===== config.mk =====
export PLATFORM = sky130hd
export DESIGN_NAME = haptic_motor_drive_control
export DESIGN_NICKNAME = d
export VERILOG_FILES = /design/src/haptic_drive_pkg.sv /design/src/haptic_motor_drive_control.sv /design/src/pwm_duty_decode.sv
export SDC_FILE = /design/constraint.sdc
export NUM_CORES = 1
export LEC_CHECK = 0
export BUFFER_PORTS_ARGS = -buffer_cell sky130_fd_sc_hd__buf_2
export CAP_MARGIN = 5
export CORE_MARGIN = 3
export CORE_UTILIZATION = 25
export DETAILED_ROUTE_END_ITERATION = 6
export GPL_ROUTABILITY_DRIVEN = 0
export PLACE_DENSITY = 0.51
export SYNTH_ARGS = -nofsm -noshare
export SYNTH_HDL_FRONTEND = slang
export SYNTH_SLANG_ARGS = --single-unit
export TNS_END_PERCENT = 10

===== constraint.sdc =====
create_clock -name mclk_in -period 112.3 [get_ports mclk_in]
set_input_delay 5.615 -clock mclk_in [delete_from_list [all_inputs] [get_ports mclk_in]]
set_output_delay 5.615 -clock mclk_in [all_outputs]
set_load 0.01 [all_outputs]

===== src/haptic_drive_pkg.sv =====
// Constants for the haptic actuator drive control block
// Operation
// Driver stays disabled while load type enable is zero, enabled otherwise.
// Load type enable 10 selects the rotating mass path with DC drive.
// Load type enable 01 selects the resonant path with carrier times envelope.
// Drive source select 0 takes the level from the pulse-width input.
// Pulse mode updates signed code each period: 0% -127, 50% 0, 100% +127.
// Drive source select 1 takes the level from the amplitude register.
// Host grounds the pulse input; register sampled on slow oscillator ticks.
// Host sets drive range to 1 in register mode with rotating mass load.
// Resonant register mode samples at pulse rate; carrier follows pulse input.
// Rotating mass: zero output after over 512 periods or ticks inside squelch.
// Resonant: zero envelope after over 512 carrier periods inside squelch.
// Level passes a bandwidth-selected slew filter into an 8-bit converter with gain.
// Host controls level in real time by pulse pin or register writes.
// Excess supply current sets short flag, grounds outputs, resumes when cleared.
// Both outputs held at zero drive while load type enable is zero.
// High time and period counted; duty ratio rounded to nearest code step.
package haptic_drive_pkg;
  // ==========================================================================
  // Register map (byte addresses)
  localparam logic [7:0] CTRL_OFFSET = 8'h00;
  localparam logic [7:0] AMP_OFFSET = 8'h04;
  localparam logic [7:0] STATUS_OFFSET = 8'h08;
  // ==========================================================================
  // Control register fields
  localparam int LTE_LSB = 0;
  localparam int SRC_BIT = 2;
  localparam int RANGE_BIT = 3;
  localparam int BW_LSB = 4;
  localparam int GAIN_LSB = 6;
  localparam int SQ_LSB = 8;
  localparam logic [31:0] CTRL_RESET = 32'h0000_0000;
  localparam logic [31:0] CTRL_MASK = 32'h0000_FFFF;
  localparam logic [7:0] AMP_RESET = 8'h00;
  // ==========================================================================
  // Status register fields
  localparam int ST_SHORT_BIT = 0;
  localparam int ST_SQ_BIT = 1;
  localparam int ST_CODE_LSB = 8;
  localparam int ST_LEVEL_LSB = 16;
  // ==========================================================================
  // Load type encodings
  localparam logic [1:0] LOAD_OFF = 2'h0;
  localparam logic [1:0] LOAD_LRA = 2'h1;
  localparam logic [1:0] LOAD_ERM = 2'h2;
  // ==========================================================================
  // Timing and code constants
  localparam logic [9:0] SQUELCH_LIMIT = 10'h200;
  localparam logic [7:0] CODE_MAX = 8'h7F;
  localparam logic [31:0] CODE_SPAN = 32'h0000_00FE;
  localparam int CNT_W = 16;
endpackage : haptic_drive_pkg


===== src/haptic_motor_drive_control.sv =====
// Haptic actuator drive control: source select, squelch, slew, outputs, APB registers
//
// Our own choices: register access over APB and the register offsets.
`timescale 1ns/1ps
module haptic_motor_drive_control (
  input wire logic mclk_in, // 10 MHz clock
  input wire logic rst_in, // async reset, active high
  input wire logic psel, // APB select
  input wire logic penable, // APB access phase
  input wire logic pwrite, // APB write
  input wire logic [7:0] paddr, // APB byte address
  input wire logic [31:0] pwdata, // APB write data
  output logic [31:0] prdata, // APB read data
  output logic pready, // APB ready
  output logic pslverr, // APB error
  input wire logic pwm_level_in, // pulse-width drive input
  input wire logic slow_osc_clock_in, // slow oscillator, sampled
  input wire logic short_detect_in, // driver over-current level
  output logic [7:0] dac_code_out, // signed code to converter
  output logic drive_out_pos_out, // drive positive terminal
  output logic drive_out_neg_out, // drive negative terminal
  output logic [1:0] drive_gain_out, // gain select to amplifier
  output logic drive_range_out, // drive range setting
  output logic driver_enable_out // analog driver enable
);
  // ==========================================================================
  // State
  typedef struct packed {
    logic [15:0] ctrl;
    logic [7:0] amplitude;
    logic short_flag;
    logic osc_prev;
    logic [7:0] code;
    logic [9:0] sq_cnt;
    logic [7:0] level;
    logic phase;
    logic [7:0] dac;
    logic pos;
    logic neg;
    logic [31:0] rdata;
  } drv_state_t;

  drv_state_t st_reg;
  drv_state_t st_next;

  logic [7:0] dec_code;
  logic dec_evt;
  logic [1:0] load_type_enable;
  logic drive_source_select;
  logic [1:0] slew_bandwidth;
  logic [7:0] squelch_range;
  logic enabled;
  logic is_erm;
  logic is_lra;
  logic slow_tick;
  logic sample_evt;
  logic sq_evt;
  logic in_squelch;
  logic sq_active;
  logic [7:0] target;
  logic [8:0] diff;
  logic [8:0] step;
  logic [7:0] drive;
  logic access;
  logic mapped;

  // ==========================================================================
  // Helpers
  function automatic logic [7:0] abs8(input logic [7:0] v);
    abs8 = v[7] ? (8'h00 - v) : v;
  endfunction : abs8

  function automatic logic reg_hit(input logic [7:0] a);
    reg_hit = (a == haptic_drive_pkg::CTRL_OFFSET) || (a == haptic_drive_pkg::AMP_OFFSET)
      || (a == haptic_drive_pkg::STATUS_OFFSET);
  endfunction : reg_hit

  pwm_duty_decode u_decode (
    .mclk_in(mclk_in),
    .rst_in(rst_in),
    .pwm_level_in(pwm_level_in),
    .code_out(dec_code),
    .period_out(dec_evt)
  );

  // ==========================================================================
  // Mode decode
  always_comb begin
    load_type_enable = st_reg.ctrl[haptic_drive_pkg::LTE_LSB +: 2];
    drive_source_select = st_reg.ctrl[haptic_drive_pkg::SRC_BIT];
    slew_bandwidth = st_reg.ctrl[haptic_drive_pkg::BW_LSB +: 2];
    squelch_range = st_reg.ctrl[haptic_drive_pkg::SQ_LSB +: 8];
    enabled = (load_type_enable != haptic_drive_pkg::LOAD_OFF);
    is_erm = (load_type_enable == haptic_drive_pkg::LOAD_ERM);
    is_lra = (load_type_enable == haptic_drive_pkg::LOAD_LRA);
    slow_tick = slow_osc_clock_in && !st_reg.osc_prev;
    // Register mode with rotating mass samples on the slow oscillator
    if (!drive_source_select) begin
      sample_evt = dec_evt;
    end else if (is_erm) begin
      sample_evt = slow_tick;
    end else begin
      sample_evt = dec_evt;
    end
    // Squelch counts pulse periods, except rotating mass in register mode
    if (is_erm && drive_source_select) begin
      sq_evt = slow_tick;
    end else begin
      sq_evt = dec_evt;
    end
    in_squelch = abs8(st_reg.code) <= squelch_range;
    sq_active = st_reg.sq_cnt > haptic_drive_pkg::SQUELCH_LIMIT;
    target = sq_active ? 8'h00 : st_reg.code;
  end

  // ==========================================================================
  // Slew filter: bandwidth picks the largest step per slow tick
  always_comb begin
    diff = {target[7], target} - {st_reg.level[7], st_reg.level};
    step = 9'h001 << slew_bandwidth;
  end

  // ==========================================================================
  // APB decode; zero wait states, unmapped addresses answer with an error
  always_comb begin
    access = psel && penable;
    mapped = reg_hit(paddr);
  end

  // ==========================================================================
  // Next state
  always_comb begin
    st_next = st_reg;
    st_next.osc_prev = slow_osc_clock_in;
    st_next.short_flag = short_detect_in;

    // Register writes take effect in the access phase
    if (access && pwrite) begin
      if (paddr == haptic_drive_pkg::CTRL_OFFSET) begin
        st_next.ctrl = pwdata[15:0];
      end
      if (paddr == haptic_drive_pkg::AMP_OFFSET) begin
        st_next.amplitude = pwdata[7:0];
      end
    end

    // Read data captured in setup so it is stable for the access phase
    st_next.rdata = 32'h0000_0000;
    if (psel && !penable && !pwrite) begin
      case (paddr)
        haptic_drive_pkg::CTRL_OFFSET: begin
          st_next.rdata = {16'h0000, st_reg.ctrl};
        end
        haptic_drive_pkg::AMP_OFFSET: begin
          st_next.rdata = {24'h000000, st_reg.amplitude};
        end
        haptic_drive_pkg::STATUS_OFFSET: begin
          st_next.rdata[haptic_drive_pkg::ST_SHORT_BIT] = st_reg.short_flag;
          st_next.rdata[haptic_drive_pkg::ST_SQ_BIT] = sq_active;
          st_next.rdata[haptic_drive_pkg::ST_CODE_LSB +: 8] = st_reg.code;
          st_next.rdata[haptic_drive_pkg::ST_LEVEL_LSB +: 8] = st_reg.dac;
        end
        default: begin
          st_next.rdata = 32'h0000_0000;
        end
      endcase
    end

    if (!enabled) begin
      // Disabled: flush history so re-enable starts from zero drive
      st_next.code = 8'h00;
      st_next.sq_cnt = 10'h000;
      st_next.level = 8'h00;
      st_next.phase = 1'b0;
    end else begin
      if (sample_evt) begin
        st_next.code = drive_source_select ? st_reg.amplitude : dec_code;
      end
      if (!in_squelch) begin
        st_next.sq_cnt = 10'h000;
      end else if (sq_evt && !sq_active) begin
        st_next.sq_cnt = st_reg.sq_cnt + 10'h001;
      end
      // Carrier flips every pulse period; only used for the resonant load
      if (is_lra && dec_evt) begin
        st_next.phase = !st_reg.phase;
      end
      if (slow_tick) begin
        if (!diff[8] && diff > step) begin
          st_next.level = st_reg.level + step[7:0];
        end else if (diff[8] && (9'h000 - diff) > step) begin
          st_next.level = st_reg.level - step[7:0];
        end else begin
          st_next.level = target;
        end
      end
    end

    // Output stage: envelope times carrier for the resonant load
    drive = (is_lra && st_reg.phase) ? (8'h00 - st_reg.level) : st_reg.level;
    if (!enabled || st_reg.short_flag || !(is_erm || is_lra)) begin
      st_next.dac = 8'h00;
      st_next.pos = 1'b0;
      st_next.neg = 1'b0;
    end else begin
      st_next.dac = drive;
      st_next.pos = (drive != 8'h00) && !drive[7];
      st_next.neg = drive[7];
    end
  end

  // ==========================================================================
  // Registers
  always_ff @(posedge mclk_in or posedge rst_in) begin
    if (rst_in) begin
      st_reg <= '0;
      st_reg.ctrl <= haptic_drive_pkg::CTRL_RESET[15:0];
      st_reg.amplitude <= haptic_drive_pkg::AMP_RESET;
    end else begin
      st_reg <= st_next;
    end
  end

  // ==========================================================================
  // Outputs
  assign pready = 1'b1;
  assign pslverr = access && !mapped;
  assign prdata = access ? st_reg.rdata : 32'h0000_0000;
  assign dac_code_out = st_reg.dac;
  assign drive_out_pos_out = st_reg.pos;
  assign drive_out_neg_out = st_reg.neg;
  assign drive_gain_out = st_reg.ctrl[haptic_drive_pkg::GAIN_LSB +: 2];
  assign drive_range_out = st_reg.ctrl[haptic_drive_pkg::RANGE_BIT];
  assign driver_enable_out = enabled && !st_reg.short_flag;
endmodule : haptic_motor_drive_control


===== src/pwm_duty_decode.sv =====
// Duty-cycle decoder turning a pulse-width input into a signed level code
`timescale 1ns/1ps
module pwm_duty_decode (
  input wire logic mclk_in, // 10 MHz clock
  input wire logic rst_in, // async reset, active high
  input wire logic pwm_level_in, // pulse-width input
  output logic [7:0] code_out, // signed code, latest period
  output logic period_out // one-cycle pulse per period
);
  // ==========================================================================
  // State
  typedef struct packed {
    logic prev;
    logic [haptic_drive_pkg::CNT_W-1:0] high_cnt;
    logic [haptic_drive_pkg::CNT_W-1:0] per_cnt;
    logic [7:0] code;
    logic evt;
  } dec_state_t;

  dec_state_t st_reg;
  dec_state_t st_next;
  logic [31:0] num;
  logic [31:0] den;
  logic [31:0] quo;

  // Rounded ratio: (2*span*high + period) / (2*period)
  always_comb begin
    num = haptic_drive_pkg::CODE_SPAN * 32'(st_reg.high_cnt) * 32'h2 + 32'(st_reg.per_cnt);
    den = 32'(st_reg.per_cnt) * 32'h2;
    quo = (den == 32'h0) ? 32'h0 : num / den;
  end

  always_comb begin
    st_next = st_reg;
    st_next.prev = pwm_level_in;
    st_next.evt = 1'b0;
    if (pwm_level_in && !st_reg.prev) begin
      if (st_reg.per_cnt != '0) begin
        st_next.code = quo[7:0] - haptic_drive_pkg::CODE_MAX;
        st_next.evt = 1'b1;
      end
      st_next.per_cnt = 16'h0001;
      st_next.high_cnt = 16'h0001;
    end else if (st_reg.per_cnt != 16'hFFFF) begin
      // Saturate on a stuck pin rather than wrap to a bogus ratio
      st_next.per_cnt = st_reg.per_cnt + 16'h0001;
      st_next.high_cnt = st_reg.high_cnt + {15'h0000, pwm_level_in};
    end
  end

  always_ff @(posedge mclk_in or posedge rst_in) begin
    if (rst_in) begin
      st_reg <= '0;
    end else begin
      st_reg <= st_next;
    end
  end

  assign code_out = st_reg.code;
  assign period_out = st_reg.evt;
endmodule : pwm_duty_decode


======== Yosys cells after proc, flatten, opt, wreduce, memory -nomap -nowiden ========
Index checks and enable logic that the tools add are counted.
cells by class
  shift-type cells ........................ 1
  multiplexer cells ....................... 26
  reduce and logical (&&, ||, !) cells .... 41
  equality and inequality tests ........... 9
  bitwise gates (word level) .............. 0
  $mul .................................... 1
  $add $sub $neg .......................... 11
  div/mod/pow operators ................... 1
  magnitude comparators ................... 4
operators with widths
  cell                     count
  $mux W32                 3
  $mux W8                  9
  $div A32 B17 Y32         1
  $pmux W16 S2             1
  $mux W10                 3
  $mux W27                 1
  $add A25 B16 Y26         1
  $mux W24                 1
  $mul A7 B16 Y23 const A  1
  $gt A9 B9 Y1             2
  $logic_not A18 Y1        1
  $add A16 B1 Y16          1
  $add A16 B1 Y16 const B  1
  $ne A16 B16 Y1 const B   1
  $reduce_bool A16 Y1      1
  $sub A1 B8 Y8 const A    2
  $logic_and A1 B1 Y1      15
  $logic_not A1 Y1         12
  $pmux W6 S2              1
  $add A10 B1 Y10 const B  1
  $gt A10 B10 Y1 const B   1
  $shl A1 B2 Y9 const A    1
  $sub A1 B9 Y9 const A    1
  $sub A8 B8 Y9            1
  17 further kinds         31
word-level totals
  output and inout bits ................... 48
  memories kept ........................... 0
  memory bits (read-only) ................. 0
  RAM bits ................................ 0
  register bits after elaboration ......... 137
  latch bits .............................. 0

======== Logic depth before layout (Yosys ltp) ========
  depth after elaboration ................. 10
  gate-level depth with buffers ........... 464
  mapped depth without buffers ............ 423

======== By module ========
A second synthesis with hierarchy kept.
second synthesis, totals
  cells, all modules ...................... 4319
  area total of the unflattened synthesis .. 32705.1 um2
by module, submodules not included
  module                      seq. area each (um2)  cells an instance  instances  area each (um2)
  pwm_duty_decode             1051.0                3678               1          26833.2
  haptic_motor_drive_control  2152.1                641                1          5871.9

======== Least setup slack after synthesis ========
Ideal clock, no wire load.
  path kind ............................... reg-to-reg
  start point ............................. register u_decode.st_reg[29] in the netlist's numbering
  end point ............................... register u_decode.st_reg, in the netlist u_decode.code_out[1]
  setup slack ............................. 24.459 ns
  cell stages (with the launch flop) ...... 430
  data arrival time ....................... 87.716 ns
  required time ........................... 112.175 ns
  library setup time ...................... 0.125 ns
  cells stage by stage .................... dfrtp_1 -> inv_1 -> fa_1 -> fa_1 -> inv_1 -> ha_1 -> xnor2_1 -> fa_1 -> inv_1 -> ha_1 -> o21ai_0 -> a21oi_1 -> o21ai_0 -> nand2b_1 -> a21oi_1 -> xnor2_1 -> ha_1 -> buf_2 -> [394 not listed] -> o21ai_0 -> nand2b_1 -> a21oi_1 -> nor2b_1 -> o21ai_0 -> nand2b_1 -> a21oi_1 -> nor2b_1 -> o21ai_0 -> nand2b_1 -> a21oi_1 -> nand3_1 -> or3_1 -> a211o_1 -> a211oi_2 -> a21oi_1 -> ha_1 -> mux2_2
on the way
  word-level cells in the longest chain between the ends .. 5
ends and longest elaborated chain
  element                 line                   RTL
  start, declared         pwm_duty_decode.sv:20  dec_state_t st_reg;
  start signal, assigned  pwm_duty_decode.sv:55  st_reg <= st_next;
  $mul A7 B16 Y23         pwm_duty_decode.sv:28  num = haptic_drive_pkg::CODE_SPAN * 32'(st_reg.high_cnt) * 32'h2 + 32'(st_reg.per_cnt);
  $add A25 B16 Y26        pwm_duty_decode.sv:28
  $div A32 B17 Y32        pwm_duty_decode.sv:30  quo = (den == 32'h0) ? 32'h0 : num / den;
  $mux W8                 pwm_duty_decode.sv:30
  $sub A8 B7 Y8           pwm_duty_decode.sv:39  st_next.code = quo[7:0] - haptic_drive_pkg::CODE_MAX;
No other way between the ends.
A chain may end at the register's enable or synchronous reset.

======== Worst setup path in the final report ========
  start point ............................. register u_decode.st_reg[21] in the netlist's numbering
  end point ............................... register u_decode.st_reg, in the netlist u_decode.code_out[6]
on the way
  word-level cells in the longest chain between the ends .. 4
  elaborated cells on any way between the ends .. 7
  those cells by class .................... add/sub (2); div (1); mux (1); reduce/logical (3)
ends and longest elaborated chain
  element           line
  $add A25 B16 Y26  pwm_duty_decode.sv:28
  $div A32 B17 Y32  pwm_duty_decode.sv:30
  $mux W8           pwm_duty_decode.sv:30
  $sub A8 B7 Y8     pwm_duty_decode.sv:39
Several ways; a longest one is shown, not always the timed one.

==> summary by stage <==
Setup path
The source of the critical timing path is u_decode.st_reg[21]. The worst setup path is launched from a flip-flop. The delay of the slowest cell on the worst path is 0.74 ns.

The cell seen most often among critical-path stages is sky130_fd_sc_hd__o21a_1. The number of cells on the worst reg-to-reg path is 397. Along the worst path, the maximum fanout reaches 34. Setup slack on the worst reg-to-reg path comes out at 17.01 ns. The capturing element type of the critical path is a flip-flop. The worst setup path is of the reg2reg kind. The critical register-to-register path endpoint is u_decode.code_out[6]. The largest individual stage delay along the critical path comes from the cell sky130_fd_sc_hd__or4b_2. STA puts the critical path data arrival time at 95.59 ns. The data required time at the worst endpoint is 112.60 ns.

The critical path ends at u_decode.code_out[6]. In this run the critical register-to-register path is launched from u_decode.st_reg[21].

Clock tree
The TritonCTS clock tree is built. In this run the clock root is driven by a sky130_fd_sc_hd__clkbuf_16. CTS saw 128 sinks.

The number of setup buffers added after CTS is 0. The clock network latency to the later pin of the worst-skew pair is 0.45 ns. The number of buffers on the longest clock path is 2. The depth of the CTS H-tree is 4. The number of gates resized after CTS is 0. The number of hold buffers added after CTS was 0.

The clock edge transition at the registers on the reported setup and hold paths is 0.06 ns. Buffers inserted during clock tree synthesis total 17.

Final layout
Fill cells in the final layout number 13,600. Of the cells placed in the final design, the portion with a size suffix greater than 1 is 0.0904. The register with the most flip-flops in the layout has 61 of them. The sequential cells in the finished layout cover a total of 3200 µm². In the final layout, the multi-input gates occupy 27,100 µm².

The final net count is 4,773. The area added between synthesis and finish is 9.07%.

STA
Setup repair after global routing left no endpoint under its margin. The number of max-slew violations in the final report is 0. The post-layout minimum cycle time is 95.29 ns. Between clock sinks in the finished design, the worst skew comes to 0.0272 ns. For the pin with the worst max-slew slack, the measured transition is 1.21 ns. In the finished design, the share of the clock period the worst path needs comes to 0.849. The total of endpoints with negative setup slack in the final report is 0. Adding up every negative setup slack in the final design gives 0 ns. The worst pin sits at a relative slew slack of 0.184. The number of failing hold endpoints at the final stage is 0. The highest clock rate is 10.5 MHz.

Global route
Entering global routing, the biggest net connects 75 pins. In the global route stage, overall resource usage came out at 0.137. The initial antenna violation count is 2. Summed over all layers, the global routing overflow is 0. The via count of the first global-routing pass is 29,000. The first-pass GRT wire length is 150,000 µm.

Flow run
Across the run, the number of max-cap violations was 0.

Logic synthesis
The portion of the post-synthesis area used by sequential elements is 0.101. Measured against the total synthesized area, the mux share comes to 0.0496. Of the total synthesized cell area, the portion taken by full adders, half adders and majority gates is 0.231. By area the synthesized netlist is led by sky130_fd_sc_hd__ha_1 (19%), sky130_fd_sc_hd__dfrtp_1 (10%), sky130_fd_sc_hd__o21a_1 (4.6%). The dominant combinational cell family by area after synthesis is compound AO/OA/AOI/OAI gates. The number of synthesized register bits is 128.

Synthesis handed over a netlist of 4,156 instances. Of the post-synthesis cell area, the dominant cell type holds 0.194. After synthesis, the mean cell area works out to 7.60 µm². The share of synthesized flip-flops with an asynchronous set or reset is 1.00. The compound-gate portion of the synthesized area is 0.262.

The commonest register cell after synthesis is sky130_fd_sc_hd__dfrtp_1. The synthesized-area fraction occupied by and/or/nand/nor cells is 0.241. The post-synthesis share of cell area spent on xor and xnor gates is 0.0718. The number of synthesized flops with an enable pin is 0. The count of warnings emitted by yosys is 0.

The cell taking the most area after synthesis is sky130_fd_sc_hd__ha_1. The netlist uses 118 different library cells. The synthesized netlist occupies a cell area of 31,600 µm².

Routing
The first detailed-routing pass ran for 5 iterations. The post-detailed-route wirelength per cell is 15.7 µm. After detailed routing, the number of vias per cell comes to 5.17. Once detail routing completed, the nets flagged for antenna violations numbered 0. For this run, design rule violations remaining after detail routing come to 0.

The number of DRC markers after the initial detailed-route iteration is 1,740. The detailed-route wire length is 91,300 µm. For this block, the via count after detailed routing is 30,100.

Min path
The worst hold-check path type is reg2reg. Along the worst hold path, the cell count comes to 1. The start point of the worst hold path is dac_code_out[2].

Placement
The total of buffers placed on input and output ports is 70. Detailed placement finished with a half-perimeter wire length of 74,200 µm.

Die
During I/O placement, the number of pins put on the boundary was 96. After floorplanning, the core was divided into 129 placement rows. The core area is 125,000 µm². The area enclosed by the die boundary is 131,000 µm².

The floorplan step set the die height to 362 µm. The die is 362 µm wide. For this configuration, the core starts out at a cell density of 0.254.

Outcome
The flow ran to the end, and the final reports show no timing, DRC or antenna violations.
[cell type report]
cell class	count	share of cell area
antenna	1	0.0000726
clock buffer	17	0.0123
clock inverter	14	0.00465
inverter	212	0.0232
multi-input combinational	3705	0.787
sequential	128	0.0929
tap	1637	0.0594
timing repair buffer	115	0.0200
[worst min-delay path by stage]
stage                            to
4_1_cts                  st_reg[18]
3_3_place_gp   u_decode.code_out[2]
2_1_floorplan  u_decode.code_out[0]
6_report                 st_reg[18]
3_5_place_dp             st_reg[18]
5_1_grt                  st_reg[18]
[logic make-up (layout without fill, tap and decap cells)]
kind of cell,count (synthesis),in the layout
AOI/OAI and AO/OA,1208,1208
xor gates and xnor gates,259,259
adders and majority gates,550,550
buffers and inverters,336,358
DFF,128,128
muxes,143,143
other,2,16
and+or+nand+nor,1530,1530
[cells in the mapped netlist (all sizes together), types with 57 or more instances]
library cell  number
mux2             106
nor3             238
inv              212
fa                57
or2               58
dfrtp            128
nand2            330
nor2             383
o31ai             93
a21o              92
xnor2            159
clkbuf            87
o21ai            189
a21oi            281
o21a             195
ha               489
nand3            106
xor2             100
[cell usage in the layout, fill, tap and decap left out, drive strengths merged, types with 115 or more instances in the layout]
master	netlist	routed
ha	489	489
nor2	383	383
nand2	330	330
a21oi	281	281
nor3	238	238
inv	212	216
o21a	195	195
o21ai	189	189
xnor2	159	159
dfrtp	128	128
buf	37	115
[through the flow]
stage          cell area (µm²)  setup WS [ns]  std cells  hold slack (ns)  utilization
3_5_place_dp             33900          17.50       5797            0.462        0.272
3_3_place_gp             33900          17.97       5797            0.466        0.272
4_1_cts                  34500          17.26       5828            0.472        0.277
5_1_grt                  34500           8.95       5828            0.490        0.277
6_report                 34500          17.01       5829            0.472        0.277
2_1_floorplan            31700          24.46       4169            0.442            -
[critical path, delay by kind of cell (launching register included)]
| kind | cells | cell delay [ns] |
|---|---|---|
| AOI/OAI and AO/OA | 252 | 58.30 |
| and+or+nand+nor | 98 | 23.09 |
| adders and majority gates | 29 | 8.75 |
| buffers and inverters | 14 | 3.12 |
| muxes | 3 | 0.97 |
| DFF | 1 | 0.53 |
| xor gates and xnor gates | 1 | 0.13 |
[routing by layer]
layer / up-vias / global-route usage / part of all wire
met5: - / 0 / 0
met4: 0 / 0.0327 / 0.022
met3: 90 / 0.00982 / 0.027
met2: 432 / 0.230 / 0.45
met1: 14100 / 0.189 / 0.50
li1: 15500 / - / -
Power is left out: the tool's default activity adds up to more than one toggle a clock period on the data nets, which glitch-free logic cannot reach.
